===== config.mk =====
export PLATFORM = sky130hd
export DESIGN_NAME = aid_core
export DESIGN_NICKNAME = d
export VERILOG_FILES = /design/src/pkg/aid_pkg.sv /design/src/aid_core.sv
export SDC_FILE = /design/constraint.sdc
export NUM_CORES = 1
export LEC_CHECK = 0
export ABC_AREA = 0
export BUFFER_PORTS_ARGS = -buffer_cell sky130_fd_sc_hd__buf_2
export CAP_MARGIN = 20
export CELL_PAD_IN_SITES_DETAIL_PLACEMENT = 0
export CELL_PAD_IN_SITES_GLOBAL_PLACEMENT = 2
export CORE_AREA = 2 2 183 257
export DETAILED_ROUTE_END_ITERATION = 8
export DIE_AREA = 0 0 185 259
export PLACE_DENSITY = 0.76
export SLEW_MARGIN = 30
export SYNTH_ARGS = -nofsm -noshare
export SYNTH_HDL_FRONTEND = slang
export SYNTH_SLANG_ARGS = --single-unit

===== constraint.sdc =====
create_clock -name CLK -period 4.75 [get_ports CLK]
set_input_delay 0.95 -clock CLK [delete_from_list [all_inputs] [get_ports CLK]]
set_output_delay 0.95 -clock CLK [all_outputs]
set_load 0.005 [all_outputs]

===== src/pkg/aid_pkg.sv =====
// package: opcode patterns, status bit positions, timing counts and bus map for the alu decoder
package aid_pkg;
	localparam int DW = 8;
	localparam int IW = 12;
	// status bit positions
	localparam int ST_C  = 0;
	localparam int ST_DC = 1;
	localparam int ST_Z  = 2;
	localparam int ST_PD = 3;
	localparam int ST_TO = 4;
	// cycle counts
	localparam int SLOW_DIV    = 4;
	localparam int BRANCH_CLKS = 3;
	localparam int PREAD_CLKS  = 4;
	// register byte addresses on the bus
	localparam logic [3:0] A_INSTR  = 4'h0;
	localparam logic [3:0] A_ACC    = 4'h4;
	localparam logic [3:0] A_STATUS = 4'h8;
	localparam logic [3:0] A_FILE   = 4'hC;
	// reset values
	localparam logic [7:0]  ACC_RST    = 8'h00;
	localparam logic [7:0]  STATUS_RST = 8'h18;
	localparam logic [11:0] NOP_OP     = 12'h000;
	// opcode classes
	localparam logic [11:0] OP_CLRW = 12'h040;
	localparam logic [11:0] OP_CWDT = 12'h004;
	localparam logic [11:0] OP_PREAD = 12'h041;
	typedef enum logic [1:0] {K_PLAIN, K_BRANCH, K_PREAD, K_PAGE} aid_kind_type;
	typedef struct packed {
		logic [7:0] res;
		logic       c;
		logic       dc;
		logic       wr_f;
		logic       wr_w;
		logic       upd_z;
		logic       upd_c;
		logic       upd_dc;
		logic       skip;
		logic       wdt;
	} aid_res_type;
endpackage


===== src/aid_core.sv =====
// alu and bit-manipulation instruction decoder/executor with avalon-mm access
`timescale 1ns/1ps
// Function
// - instruction rate is clock divided by one (fast) or four (slow)
// - in fast mode branches take three clocks, program-memory read takes four
// - fast/slow choice comes from the fuse word input, not a register
// - file AND accumulator into file, zero flag only
// - accumulator AND file into accumulator, zero flag only
// - literal AND, OR, XOR into accumulator updating zero
// - ones complement of file register, updates zero
// - accumulator OR into file register, updates zero
// - file OR accumulator into accumulator, updates zero
// - XOR accumulator with file into file or accumulator, updates zero
// - add with optional carry in, updates carry, digit carry, zero
// - file minus accumulator into file, optional borrow, updates C DC Z
// - watchdog clear resets counter, and prescaler only when PRESCALE_TO_WDT is set, sets timeout and power-down
// - decrement or increment file register, zero flag only
// - decrement/increment and skip if zero, flags unchanged
// - skip instructions take one/four clocks, or two/eight when skipping
// - rotate file left or right through carry, carry only
// - swap nibbles of file register, no flags
// - clear or set selected bit, no flags
// - skip next if selected bit one or zero, no flags
// - status holds C bit0, DC bit1, Z bit2, PD bit3, TO bit4
// - taken skip also skips following page/bank instructions, one/four clocks each
module aid_core #(
	parameter int NFILE = 32
) (
	input  wire logic        CLK,
	input  wire logic        RSTN,
	input  wire logic        FUSE_SLOW,
	input  wire logic        FUSE_CARRY_DIS,
	input  wire logic        PRESCALE_TO_WDT,
	input  wire logic [3:0]  AVS_ADDRESS,
	input  wire logic        AVS_READ,
	input  wire logic        AVS_WRITE,
	input  wire logic [31:0] AVS_WRITEDATA,
	output logic      [31:0] AVS_READDATA,
	output logic             AVS_WAITREQUEST,
	output logic             WDT_CLEAR,
	output logic             PRESCALE_CLEAR,
	output logic             BUSY
);
	// file register array; address 3 mirrors the status register
	logic [7:0]  file_r [NFILE];
	logic [7:0]  acc_r;
	logic [7:0]  status_r;
	logic [11:0] op_r;
	logic        pend_r;
	logic        skipping_r;
	logic [3:0]  cnt_r;
	logic        ack_r;
	logic [31:0] rdata_r;
	logic        wdt_r;
	logic        pre_r;

	wire [4:0] fsel  = op_r[4:0];
	wire [2:0] bsel  = op_r[7:5];
	wire [7:0] lit   = op_r[7:0];
	wire [7:0] fval  = (fsel == 5'd3) ? status_r : file_r[fsel];
	wire       cin   = status_r[aid_pkg::ST_C];
	wire       cadd  = ~FUSE_CARRY_DIS & cin;
	wire [8:0] sum   = {1'b0, acc_r} + {1'b0, fval} + {8'h00, cadd};
	wire [4:0] lsum  = {1'b0, acc_r[3:0]} + {1'b0, fval[3:0]} + {4'h0, cadd};
	// subtract as fval + ~acc + carry, carry meaning no borrow
	wire       csub  = FUSE_CARRY_DIS ? 1'b1 : cin;
	wire [8:0] dif   = {1'b0, fval} + {1'b0, ~acc_r} + {8'h00, csub};
	wire [4:0] ldif  = {1'b0, fval[3:0]} + {1'b0, ~acc_r[3:0]} + {4'h0, csub};
	wire       page_op = (op_r[11:4] == 8'h01) | (op_r[11:3] == 9'h003);

	aid_pkg::aid_res_type ex;
	aid_pkg::aid_kind_type kind;

	always_comb begin
		ex = '0;
		kind = aid_pkg::K_PLAIN;
		ex.c = cin;
		ex.dc = status_r[aid_pkg::ST_DC];
		unique casez (op_r)
			12'b0001_011?_????: begin ex.res = fval & acc_r; ex.wr_f = 1'b1; ex.upd_z = 1'b1; end
			12'b0001_010?_????: begin ex.res = acc_r & fval; ex.wr_w = 1'b1; ex.upd_z = 1'b1; end
			12'b1110_????_????: begin ex.res = acc_r & lit; ex.wr_w = 1'b1; ex.upd_z = 1'b1; end
			12'b1101_????_????: begin ex.res = acc_r | lit; ex.wr_w = 1'b1; ex.upd_z = 1'b1; end
			12'b1111_????_????: begin ex.res = acc_r ^ lit; ex.wr_w = 1'b1; ex.upd_z = 1'b1; end
			12'b0010_011?_????: begin ex.res = fval ^ 8'hFF; ex.wr_f = 1'b1; ex.upd_z = 1'b1; end
			12'b0001_001?_????: begin ex.res = fval | acc_r; ex.wr_f = 1'b1; ex.upd_z = 1'b1; end
			12'b0001_000?_????: begin ex.res = acc_r | fval; ex.wr_w = 1'b1; ex.upd_z = 1'b1; end
			12'b0001_101?_????: begin ex.res = fval ^ acc_r; ex.wr_f = 1'b1; ex.upd_z = 1'b1; end
			12'b0001_100?_????: begin ex.res = fval ^ acc_r; ex.wr_w = 1'b1; ex.upd_z = 1'b1; end
			12'b0001_11??_????: begin
				ex.res = sum[7:0]; ex.c = sum[8]; ex.dc = lsum[4];
				ex.wr_f = op_r[5]; ex.wr_w = ~op_r[5];
				ex.upd_z = 1'b1; ex.upd_c = 1'b1; ex.upd_dc = 1'b1;
			end
			12'b0000_101?_????: begin
				ex.res = dif[7:0]; ex.c = dif[8]; ex.dc = ldif[4];
				ex.wr_f = 1'b1; ex.upd_z = 1'b1; ex.upd_c = 1'b1; ex.upd_dc = 1'b1;
			end
			12'b0000_011?_????: begin ex.res = 8'h00; ex.wr_f = 1'b1; ex.upd_z = 1'b1; end
			aid_pkg::OP_CLRW: begin ex.res = 8'h00; ex.wr_w = 1'b1; ex.upd_z = 1'b1; end
			aid_pkg::OP_CWDT: ex.wdt = 1'b1;
			aid_pkg::OP_PREAD: kind = aid_pkg::K_PREAD;
			12'b0000_111?_????: begin ex.res = fval - 8'h01; ex.wr_f = 1'b1; ex.upd_z = 1'b1; end
			12'b0010_101?_????: begin ex.res = fval + 8'h01; ex.wr_f = 1'b1; ex.upd_z = 1'b1; end
			12'b0010_111?_????: begin
				ex.res = fval - 8'h01; ex.wr_f = 1'b1; ex.skip = (ex.res == 8'h00);
			end
			12'b0011_111?_????: begin
				ex.res = fval + 8'h01; ex.wr_f = 1'b1; ex.skip = (ex.res == 8'h00);
			end
			12'b0011_011?_????: begin
				ex.res = {fval[6:0], cin}; ex.c = fval[7]; ex.wr_f = 1'b1; ex.upd_c = 1'b1;
			end
			12'b0011_001?_????: begin
				ex.res = {cin, fval[7:1]}; ex.c = fval[0]; ex.wr_f = 1'b1; ex.upd_c = 1'b1;
			end
			12'b0011_101?_????: begin ex.res = {fval[3:0], fval[7:4]}; ex.wr_f = 1'b1; end
			12'b010?_????_????: begin
				ex.res = fval;
				ex.res[bsel] = op_r[8];
				ex.wr_f = 1'b1;
			end
			12'b011?_????_????: ex.skip = (fval[bsel] == op_r[8]);
			12'b101?_????_????: kind = aid_pkg::K_BRANCH;
			12'b100?_????_????: kind = aid_pkg::K_BRANCH;
			default: ;
		endcase
		if (page_op)
			kind = aid_pkg::K_PAGE;
	end

	// clocks per instruction; skip doubles it
	wire [3:0] base_clks = FUSE_SLOW ? 4'(aid_pkg::SLOW_DIV) :
		(kind == aid_pkg::K_BRANCH) ? 4'(aid_pkg::BRANCH_CLKS) :
		(kind == aid_pkg::K_PREAD)  ? 4'(aid_pkg::PREAD_CLKS) : 4'h1;
	wire [3:0] skip_clks = FUSE_SLOW ? 4'(aid_pkg::SLOW_DIV) : 4'h1;
	wire       last      = pend_r & (cnt_r == 4'h1);
	// a skipped page/bank op keeps skipping alive for the next one
	wire       squash    = skipping_r;
	wire       execute   = last & ~squash;
	wire       take_skip = execute & ex.skip;
	wire       keep_skip = last & squash & page_op;
	wire       zero      = (ex.res == 8'h00);

	wire       bus_req  = (AVS_READ | AVS_WRITE) & ~ack_r;
	// a write lands at the edge after waitrequest drops, never while it still stands
	wire       bus_wr   = ack_r & AVS_WRITE & ~pend_r;
	wire [4:0] bus_idx  = AVS_WRITEDATA[12:8];
	wire       idx_st   = (bus_idx == 5'h03);
	wire       wr_instr = bus_wr & (AVS_ADDRESS == aid_pkg::A_INSTR);
	wire       wr_acc   = bus_wr & (AVS_ADDRESS == aid_pkg::A_ACC);
	wire       wr_stat  = bus_wr & ((AVS_ADDRESS == aid_pkg::A_STATUS) |
		((AVS_ADDRESS == aid_pkg::A_FILE) & idx_st));
	wire       wr_file  = bus_wr & (AVS_ADDRESS == aid_pkg::A_FILE) & ~idx_st;
	wire [7:0] bus_fval = idx_st ? status_r : file_r[bus_idx];
	// writes wait while an instruction runs so state never has two writers
	wire       bus_ok   = bus_req & (AVS_READ | ~pend_r);
	wire [31:0] rsel =
		(AVS_ADDRESS == aid_pkg::A_INSTR)  ? {19'h0, pend_r, op_r} :
		(AVS_ADDRESS == aid_pkg::A_ACC)    ? {24'h0, acc_r} :
		(AVS_ADDRESS == aid_pkg::A_STATUS) ? {24'h0, status_r} :
		(AVS_ADDRESS == aid_pkg::A_FILE)   ? {16'h0, bus_fval, 8'h00} :
		32'h0;

	logic [7:0] status_nxt;
	always_comb begin
		status_nxt = status_r;
		if (execute) begin
			if (ex.upd_c)  status_nxt[aid_pkg::ST_C]  = ex.c;
			if (ex.upd_dc) status_nxt[aid_pkg::ST_DC] = ex.dc;
			if (ex.upd_z)  status_nxt[aid_pkg::ST_Z]  = zero;
			if (ex.wdt) begin
				status_nxt[aid_pkg::ST_TO] = 1'b1;
				status_nxt[aid_pkg::ST_PD] = 1'b1;
			end
			if (ex.wr_f && fsel == 5'd3)
				status_nxt = ex.res;
		end else if (wr_stat) begin
			status_nxt = AVS_WRITEDATA[7:0];
		end
	end

	always_ff @(posedge CLK or negedge RSTN) begin
		if (!RSTN) begin
			acc_r <= aid_pkg::ACC_RST;
			status_r <= aid_pkg::STATUS_RST;
			op_r <= aid_pkg::NOP_OP;
			pend_r <= 1'b0;
			skipping_r <= 1'b0;
			cnt_r <= 4'h0;
		end else begin
			status_r <= status_nxt;
			if (execute && ex.wr_w)
				acc_r <= ex.res;
			else if (wr_acc)
				acc_r <= AVS_WRITEDATA[7:0];
			if (wr_instr) begin
				op_r <= AVS_WRITEDATA[11:0];
				pend_r <= 1'b1;
				cnt_r <= 4'h0;
			end else if (pend_r && cnt_r == 4'h0) begin
				cnt_r <= squash ? skip_clks : base_clks;
			end else if (pend_r) begin
				cnt_r <= cnt_r - 4'h1;
				if (last)
					pend_r <= 1'b0;
			end
			if (last)
				skipping_r <= take_skip | keep_skip;
		end
	end

	always_ff @(posedge CLK) begin
		if (execute && ex.wr_f && fsel != 5'd3)
			file_r[fsel] <= ex.res;
		else if (wr_file)
			file_r[bus_idx] <= AVS_WRITEDATA[7:0];
	end

	always_ff @(posedge CLK or negedge RSTN) begin
		if (!RSTN) begin
			ack_r <= 1'b0;
			rdata_r <= 32'h0;
			wdt_r <= 1'b0;
			pre_r <= 1'b0;
		end else begin
			ack_r <= bus_ok;
			rdata_r <= rsel;
			wdt_r <= execute & ex.wdt;
			pre_r <= execute & ex.wdt & PRESCALE_TO_WDT;
		end
	end

	assign AVS_WAITREQUEST = ~ack_r;
	assign AVS_READDATA    = rdata_r;
	assign WDT_CLEAR       = wdt_r;
	assign PRESCALE_CLEAR  = pre_r;

	always_ff @(posedge CLK) begin
		BUSY <= pend_r;
	end

	chk_wdt_flags: assert property (@(posedge CLK) disable iff (!RSTN)
		(execute && ex.wdt) |=> (WDT_CLEAR && status_r[4:3] == 2'b11))
		else $error("watchdog clear did not set flags");
	chk_fast_plain: assert property (@(posedge CLK) disable iff (!RSTN)
		(wr_instr && !FUSE_SLOW && !skipping_r && AVS_WRITEDATA[11:10] == 2'h3)
		|=> pend_r [*2] ##1 !pend_r)
		else $error("fast plain op length wrong");
	chk_slow_plain: assert property (@(posedge CLK) disable iff (!RSTN)
		(wr_instr && FUSE_SLOW && !skipping_r && AVS_WRITEDATA[11:0] == aid_pkg::OP_CLRW)
		|=> pend_r [*5] ##1 !pend_r)
		else $error("slow plain op length wrong");
	chk_branch_len: assert property (@(posedge CLK) disable iff (!RSTN)
		(wr_instr && !FUSE_SLOW && !skipping_r && AVS_WRITEDATA[11:10] == 2'h2)
		|=> pend_r [*4] ##1 !pend_r)
		else $error("fast branch length wrong");
	chk_prescale_pulse: assert property (@(posedge CLK) disable iff (!RSTN)
		PRESCALE_CLEAR |-> WDT_CLEAR)
		else $error("prescaler cleared without watchdog clear");
	chk_bit_flags: assert property (@(posedge CLK) disable iff (!RSTN)
		(execute && op_r[11:10] == 2'h1 && fsel != 5'h03) |=> status_r == $past(status_r))
		else $error("bit op touched flags");
	chk_z_flag: assert property (@(posedge CLK) disable iff (!RSTN)
		(execute && ex.upd_z && !(ex.wr_f && fsel == 5'd3)) |=> status_r[2] == $past(zero))
		else $error("zero flag wrong");
	chk_skip_flags: assert property (@(posedge CLK) disable iff (!RSTN)
		(execute && ex.skip && fsel != 5'd3) |=> status_r == $past(status_r))
		else $error("skip changed flags");
	chk_skip_arm: assert property (@(posedge CLK) disable iff (!RSTN)
		take_skip |=> skipping_r)
		else $error("skip not armed");
	chk_squash_noop: assert property (@(posedge CLK) disable iff (!RSTN)
		(last && squash) |=> acc_r == $past(acc_r))
		else $error("skipped op wrote accumulator");
	chk_swap_flags: assert property (@(posedge CLK) disable iff (!RSTN)
		(execute && op_r[11:5] == 7'b0011101 && fsel != 5'd3) |=> status_r == $past(status_r))
		else $error("swap touched flags");
	chk_rot_carry: assert property (@(posedge CLK) disable iff (!RSTN)
		(execute && op_r[11:5] == 7'b0011011 && fsel != 5'd3) |=> status_r[0] == $past(fval[7]))
		else $error("rotate carry wrong");
endmodule


# Yosys cells after proc, flatten, opt, wreduce, memory -nomap -nowiden

Memory sizes are Yosys's and may differ from the RTL's.
Index checks and enable logic that the tools add are counted.

Add/sub/neg operators: 11
$lt $le $gt $ge: 2
Mux-type cells: 53
Reduce and logical (&&, ||, !) cells: 31
Equality and inequality tests: 47
Bitwise operators: 38

Operators with widths:

| cell                                                                     | count |
|---|---|
| 8-bit one-hot mux with 15 select lines                                   | 1 |
| 16-bit two-way mux                                                       | 4 |
| 8-bit two-way mux                                                        | 8 |
| 7-bit by 5-bit == test with 1-bit output (second input constant)         | 7 |
| 7-bit by 4-bit == test with 1-bit output (second input constant)         | 6 |
| 12-bit by 7-bit == test with 1-bit output (second input constant)        | 2 |
| 8-bit logical NOT                                                        | 3 |
| 4-bit == test (second input constant)                                    | 5 |
| 1-bit two-way mux                                                        | 20 |
| 8-bit by 8-bit adder with 9-bit output                                   | 2 |
| 9-bit by 1-bit adder with 9-bit output                                   | 2 |
| 1-bit AND                                                                | 18 |
| 8-bit AND                                                                | 2 |
| 8-bit inverter                                                           | 2 |
| 8-bit OR                                                                 | 2 |
| 16-bit OR reduction                                                      | 1 |
| 8-bit bitwise XOR                                                        | 2 |
| 3-bit two-way mux                                                        | 5 |
| 7-bit by 3-bit == test with 1-bit output (second input constant)         | 2 |
| 14-bit OR reduction                                                      | 1 |
| 2-bit OR reduction                                                       | 7 |
| 12-bit by 3-bit == test with 1-bit output (second input constant)        | 1 |
| 4-bit two-way mux                                                        | 3 |
| 3-bit by 2-bit inequality test with 1-bit output (second input constant) | 4 |
| 45 further kinds                                                         | 72 |

Output and inout port bits: 36
Memories: 1
Flip-flop bits (word level): 54
Bits of input ports: 43
Memory bits (writable): 256
Word-level logic and storage cells: 198

Memory list:

| name   | words | bits a word | rd ports | clocked after memory_dff | wr ports | line           | source |
|---|---|---|---|---|---|---|---|
| file_r | 32    | 8           | 2        | 0                        | 1        | aid_core.sv:45 | `logic [7:0] file_r [NFILE];` |

# Logic depth before layout (Yosys ltp)

Gate-level depths: netlist of the first run.

Word-level depth: 11
Gate-level depth with buffers: 21
Mapped depth without buffers: 18

# Worst setup path before layout of the first run

Ideal clock, no wire load.

Kind: register to register
Start point: register op_r[0]
End point: memory file_r[0][6] (data pin)
Cell stages (with the launch flop): 21
Path buffers: 4
Slack: -0.296 ns
Arrival: 4.646 ns
Data required time: 4.350 ns
Period minus slack after synthesis: 5.046 ns
Library setup time: 0.400 ns
Cell sequence: dfrtp_1 buf_6 buf_12 buf_12 buf_12 mux2i_1 o22ai_1 nor3_1 nor4_4 mux2i_2 inv_1 fa_1 a21oi_1 o21bai_1 a21oi_1 o21bai_1 a211oi_1 a21oi_1 or4_1 a221oi_1 a21oi_1

Cells in the longest elaborated chain, start to end: 6
Elaborated cells between the ends (all ways): 21
Classes of those cells: add/sub (6); eq/ne (2); mux (6); bitwise (4); reduce/logical (2); memory (1)

Ends and longest elaborated chain:

| item                                                                         | line                            | source |
|---|---|---|
| from (decl)                                                                  | aid_core.sv:48                  | `logic [11:0] op_r;` |
| from (signal assigned)                                                       | aid_core.sv:187                 | `op_r <= aid_pkg::NOP_OP;` |
| from (signal assigned)                                                       | aid_core.sv:198                 | `op_r <= AVS_WRITEDATA[11:0];` |
| memory 32 x 8 bit, or another cell as far along                              | n/a                             |  |
| 8-bit two-way mux or 1-bit logical AND (tied branches)                       | aid_core.sv:60, aid_core.sv:214 |  |
| 8-bit by 8-bit adder with 9-bit output, or another cell as far along         | aid_core.sv:67                  | `wire [8:0] dif = {1'b0, fval} + {1'b0, ~acc_r} + {8'h00, csub};` |
| 9-bit by 1-bit adder with 9-bit output, or another cell as far along         | aid_core.sv:67                  |  |
| 8-bit one-hot mux with 15 select lines or 8-bit OR reduction (tied branches) | n/a                             |  |
| 8-bit two-way mux (no source line) (*)                                       | n/a                             |  |
| to (decl)                                                                    | aid_core.sv:45                  |  |

Mark *: on every way between the ends. The rest lies on a longest branch, timed or not.

# Worst setup path after layout of the first run

Start point: register op_r[1]
End point: memory file_r[18][6] (data pin)

Same word-level chain as after synthesis.

==> results.json, run 1 <==
{
  "critPathKind": "reg -> reg",
  "detail-route-antenna-nets": 0,
  "cts_buffers": 34,
  "maxSlewViolCount": 0,
  "ys_ff_latch": 310,
  "whs_endpoint": "ack_r",
  "tightest_slew_ns": 0.936,
  "regToRegEndpoint": "file_r[18][6]",
  "die_w_um": 185,
  "violations": "setup timing",
  "grt.overflow.total": 0,
  "synth_ff_type": "edfxtp_1",
  "synth.area.top_cells": "edfxtp_1, mux4_2, dfrtp_1",
  "syn_area_mm2": 0.0180,
  "worstHoldStart": "ack_r",
  "path_max_fanout": 8,
  "ir_drop_mv": 0.420,
  "antenna_found_initial": 0,
  "clockRootBuffer": "clkbuf_16",
  "clk-insertion-delay-late_ns": 0.54,
  "setup_viol": 79,
  "finalWirelength_mm": 69.2,
  "cts.htree.levels": 2,
  "required_ns": 5.04,
  "drive_above_1_share": 0.348,
  "fin_nets": 1743,
  "start_util": 0.395,
  "dp_hpwl_mm": 50.3,
  "grt_usage": 0.289,
  "synthCells": 1420,
  "rr_worst_depth": 27,
  "grt_pass1_vias": 14076,
  "total_leakage_power_nw": 8.13,
  "max_freq_ghz": 0.201,
  "utilization": 0.490,
  "fp.dieArea_mm2": 0.0479,
  "rsz0062_at_grt": "yes",
  "yosysWarnings": 0,
  "cts_hold_buf": 0,
  "path_clk_slew_ns": 0.06,
  "status": "complete, but fails checks",
  "viasPerCell": 6.04,
  "cts_tree": "built",
  "grt_pass1_wl_mm": 98.7,
  "synth_edf_count": 256,
  "fin_skew_ns": 0.0226,
  "drt_iter0_drc": 1357,
  "synth.avg_cell_area_um2": 12.7,
  "finalHoldViolations": 0,
  "cp.arrival_ns": 5.26,
  "grt_max_degree": 54,
  "maxCapViolCount": 0,
  "die_height_um": 259,
  "whs_ns": 0.473,
  "endpoint_kind": "flop",
  "synth_top_area_frac": 0.426,
  "p_per_area_mw_per_mm2": 737,
  "wl_per_cell_um": 29.9,
  "drt_first_pass_iters": 7,
  "port_buffers": 43,
  "critPathLaunchType": "flop",
  "dr_total_vias": 13981,
  "placed_cell_area_mm2": 0.0205,
  "timing.final.crit_period_ns": 4.97,
  "clockBufferDepth": 3,
  "reg2reg_slack_ns": -0.22,
  "relSlewSlack": 0.374,
  "clock_sinks": 310,
  "fin_area_mm2": 0.0223,
  "async_flop_share": 0.171,
  "period_share": 1.05,
  "core_mm2": 0.0456,
  "synth_cell_types": 100,
  "diodes": 0,
  "rr_startpoint": "op_r[1]",
  "syn2layout_area_growth_pct": 23.9,
  "ios": 79,
  "routabilityCongestion": 0.971,
  "total_power_w": 0.0165,
  "fillers": 4078,
  "yosysTopAreaCell": "edfxtp_1",
  "drc": 0,
  "worst_slack_ns": -0.221,
  "row_count": 93,
  "worst_hold_path.num_cells": 1,
  "hp-class": "reg -> reg",
  "yosysSeqAreaShare": 0.501
}
[how the worst max path moves through the flow]
stage,endpoint,start,cells after the start
finish,file_r[18][6],op_r[1],27
global route,file_r[18][6],op_r[0],25
CTS,file_r[18][6],op_r[0],23
detailed placement,status_r[2],op_r[1],18
global placement,status_r[2],op_r[1],18
floorplan,file_r[0][6],op_r[0],20
[Yosys cell counts, drive strengths merged, types with 17 or more instances]
cell	instances
edfxtp	256
nor2	110
mux4	104
mux2i	103
nand2	89
a21oi	82
clkbuf	67
o21ai	59
dfrtp	51
buf	49
a22oi	47
inv	31
nor3	27
mux2	22
ha	20
nand3	20
o22ai	20
nand2b	19
a211oi	17
[worst max-delay path: stages (launching register included)]
cell      delay [ns]
dfrtp_2         0.43
buf_12          0.14
buf_6           0.11
buf_4           0.14
nand2_2         0.06
o22ai_2         0.10
nor3_4          0.31
buf_6           0.16
nor4_4          0.03
buf_4           0.16
mux2i_4         0.21
buf_6           0.13
fa_2            0.20
inv_2           0.04
fa_2            0.36
a21oi_2         0.14
o21bai_1        0.09
buf_4           0.15
a21oi_2         0.14
o21bai_2        0.11
a211oi_2        0.23
a21oi_2         0.06
or4_4           0.42
a221oi_2        0.19
buf_4           0.19
a21oi_4         0.11
buf_12          0.16
buf_16          0.13
[sequential cells by signal, indices dropped and copies added (netlist names)]
| register | cells |
|---|---|
| PRESCALE_CLEAR | 1 |
| ack_r | 1 |
| op_r | 12 |
| pend_r | 1 |
| acc_r | 8 |
| file_r | 256 |
| status_r | 8 |
| cnt_r | 4 |
| AVS_READDATA | 16 |
| skipping_r | 1 |
| BUSY | 1 |
| WDT_CLEAR | 1 |
[per-stage QoR]
stage	std cells	setup TNS [ns]	setup slack [ns]
finish	2315	-9.55	-0.221
global route	2315	-24.81	-0.343
CTS	2294	-10.56	-0.221
detailed placement	2225	-66.12	-0.778
global placement	2225	-62.95	-0.768
floorplan	1443	0	0.00357
[logic make-up after synthesis]
| logic type | share of synthesized area |
|---|---|
| other | 0.000208 |
| and+or+nand+nor | 0.0987 |
| DFF | 0.501 |
| xor gates and xnor gates | 0.00729 |
| AOI/OAI and AO/OA | 0.130 |
| adders and majority gates | 0.0183 |
| buffers and inverters | 0.0412 |
| muxes | 0.203 |
[report_power, final]
part | internal (W) | total (W) | switching [W]
Sequential | 0.00426 | 0.00461 | 0.000358
Clock | 0.00152 | 0.00263 | 0.00111
Combinational | 0.00403 | 0.00923 | 0.00520
[layout make-up]
| type | instances | area [um^2] | share of cell area |
|---|---|---|---|
| flip-flops and latches | 310 | 9040 | 0.405 |
| inverters | 33 | 125 | 0.00560 |
| multi-input cells | 984 | 8690 | 0.389 |
| clock inverters | 16 | 175 | 0.00784 |
| clock buffers | 42 | 902 | 0.0404 |
| well taps | 617 | 772 | 0.0345 |
| repair buffers | 313 | 2640 | 0.118 |
[metal layers]
layer	wire length, um	share of wire	vias up	GRT usage
li1	-	-	6079	-
met2	35200	0.51	588	0.498
met4	5930	0.086	0	0.207
met5	0	0	-	0
met1	24700	0.36	7115	0.332
met3	3370	0.049	199	0.0331
[layout by cell type, fill, tap and decap left out, types with 19 or more instances in the layout]
cell type and instances:
conb_1 24, buf_4 230, a22oi_1 41, a21oi_1 59
inv_1 24, nor3_1 24, nand3_1 19, nor2_1 105
mux2i_1 96, a21oi_2 21, nand2_1 87, edfxtp_1 256
dfrtp_1 48, mux2_2 20, o21ai_0 56, mux4_2 102
buf_2 42, clkbuf_16 39
[timing repair]
action	in CTS	in global routing
resized for setup	48	53
setup endpoints to repair	204	235
gates cloned	2	5
pin swaps	7	32
buffers inserted	9	17
Note: power is estimated with default switching activity, not from simulation.
==> inputs of run 2 (changes only) <==
- clock period: 4.75 -> 4.3 ns (I/O delays scaled with it)
==> run 2 against run 1 <==
  * Largest cell class unchanged
  * Core utilization rose by 0.29 points
  * Register-to-register slack got worse by 0.29 ns
  * Sequential power rose by 9.1%
  * The run still ends with setup timing left
==> results.json, run 2 (same netlist as run 1, synthesis figures left out) <==
{
  "status": "complete, but fails checks",
  "violations": "setup timing",
  "dr_total_vias": 14073,
  "diodes": 0,
  "die_height_um": 259,
  "critPathLaunchType": "flop",
  "grt_usage": 0.287,
  "p_per_area_mw_per_mm2": 790,
  "wl_met1_mm": 24.9,
  "drive_above_1_share": 0.362,
  "fin_nets": 1766,
  "mostFrequentLayoutCells": "edfxtp_1, buf_4, nor2_1, mux4_2, mux2i_1",
  "worst_slack_ns": -0.510,
  "largest_register_ffs": 256,
  "layout.cells.non_filler": 2340,
  "rr_startpoint": "op_r[0]",
  "clockBufferDepth": 3,
  "drt_first_pass_iters": 6,
  "wl_met3_mm": 3.46,
  "period_share": 1.12,
  "critPathKind": "reg -> reg",
  "grt_pass1_vias": 14323,
  "required_ns": 4.77,
  "detail-route-antenna-nets": 0,
  "placed_cell_area_mm2": 0.0208,
  "path_max_fanout": 8,
  "layout_commonest_cell": "edfxtp_1",
  "clockRootBuffer": "clkbuf_16",
  "ir_drop_mv": 0.671,
  "start_util": 0.395,
  "fp.dieArea_mm2": 0.0479,
  "grt.overflow.total": 0,
  "reg2reg_slack_ns": -0.51,
  "top_register": "file_r",
  "dp_cells": 2247,
  "finalWirelength_mm": 68.8,
  "wl_per_cell_um": 29.4,
  "cp.arrival_ns": 5.28,
  "maxSlewViolCount": 0,
  "cts_buffers": 31,
  "tightest_slew_ns": 0.991,
  "cp_cell_sequence": "buf_6 > buf_6 > mux2i_1 > a22oi_1 > a21oi_2 > nor4_4 > buf_4 > mux2i_4 > fa_2 > inv_2 > fa_2 > a221o_1 > a311o_1 > a2111oi_2 > buf_4 > nor4bb_4 > and4_1 > o2111ai_1 > o41ai_2",
  "grt_max_degree": 69,
  "row_count": 93,
  "syn2layout_area_growth_pct": 24.7,
  "drt_iter0_drc": 1125,
  "drc": 0,
  "timing.final.crit_period_ns": 4.81,
  "core_mm2": 0.0456,
  "dpl_worst_slack_ns": -0.790,
  "routabilityCongestion": 0.990,
  "clock_sinks": 310,
  "hp-class": "in -> async",
  "grt_pass1_wl_mm": 98.5,
  "endpoint_kind": "flop",
  "fin_skew_ns": 0.0296,
  "cpPeakStageDelay_ns": 0.57,
  "regToRegEndpoint": "status_r[2]",
  "relSlewSlack": 0.337,
  "maxCapViolCount": 0,
  "critPathBufInv": 5,
  "setup_viol": 204,
  "clk-insertion-delay-late_ns": 0.59,
  "viasPerCell": 6.01,
  "finalHoldViolations": 0,
  "dp_hpwl_mm": 51.2,
  "cts.htree.levels": 1,
  "met2_length_mm": 34.5,
  "utilization": 0.493,
  "total_leakage_power_nw": 8.18,
  "top_layer": "met4",
  "path_clk_slew_ns": 0.07,
  "whs_ns": 0.362,
  "fin_area_mm2": 0.0225,
  "cts_tree": "built",
  "die_w_um": 185,
  "antenna_found_initial": 0,
  "fillers": 4067,
  "rr_worst_depth": 19,
  "port_buffers": 43,
  "rsz0062_at_grt": "yes",
  "crit_family": "compound AO/OA/AOI/OAI gates",
  "crit_slowest_cell": "dfrtp_4",
  "max_freq_ghz": 0.208,
  "ios": 79,
  "cts_hold_buf": 0
}
run 2: cell types whose count changed in the layout (fill, tap and decap cells not counted), moves of 3 or more:
cell,previous run,this run
a21oi_2,21,24
buf_12,14,22
buf_4,230,254
buf_8,7,2
clkbuf_16,39,34
clkinv_1,6,11
nor2_1,105,102
nor2_2,5,8
o21ai_0,56,53
o21bai_1,3,6
run 2: where the power goes:
group	switching, W	leakage, nW	total [W]	internal (W)
Combinational	0.00583	4.74	0.0102	0.00432
Sequential	0.000332	2.98	0.00503	0.00470
Clock	0.00114	0.460	0.00258	0.00144
run 2: cell type report:
type | count | area [um^2] | area share
flip-flops and latches | 310 | 9040 | 0.402
multi-input cells | 987 | 8790 | 0.391
repair buffers | 336 | 2810 | 0.125
clock buffers | 39 | 806 | 0.0358
well taps | 617 | 772 | 0.0343
clock inverters | 18 | 135 | 0.00601
inverters | 33 | 125 | 0.00557
run 2: how the worst max path moves through the flow:
stage               endpoint  slack (ns)     from  cells after the start
3_3_place_gp   file_r[30][6]       -0.72  op_r[2]                     18
5_1_grt        file_r[12][7]       -0.64  op_r[0]                     23
6_report         status_r[2]       -0.51  op_r[0]                     19
4_1_cts        file_r[28][6]       -0.51  op_r[0]                     18
3_5_place_dp   file_r[26][6]       -0.79  op_r[2]                     18
2_1_floorplan   file_r[0][7]       -0.11  op_r[0]                     20
run 2: worst reg2reg max path, stage by stage, from the launching register on:
cell and delay [ns]:
dfrtp_4 0.57, buf_6 0.18, buf_6 0.11, mux2i_1 0.12, a22oi_1 0.23, a21oi_2 0.11
nor4_4 0.27, buf_4 0.18, mux2i_4 0.10, fa_2 0.43, inv_2 0.08, fa_2 0.47
a221o_1 0.35, a311o_1 0.29, a2111oi_2 0.23, buf_4 0.19, nor4bb_4 0.20, and4_1 0.24
o2111ai_1 0.12, o41ai_2 0.24
run 2: repair_timing:
item                       CTS  global route
setup endpoints to repair  238           239
cloned                       2             5
buffers inserted            14            15
resized for setup           50            33
pin swaps                   11            45
run 2: stage by stage:
step	power, W	setup TNS [ns]
3_5_place_dp	0.0141	-119.41
5_1_grt	0.0185	-107.63
2_1_floorplan	0.00944	-8.56
4_1_cts	0.0171	-74.05
3_3_place_gp	0.0139	-116.43
6_report	0.0178	-76.31
run 2: layer usage:
metal	track usage	vias to the layer above
li1	-	6146
met1	0.326	7149
met2	0.496	580
met3	0.0324	198
met4	0.213	0
met5	0	-
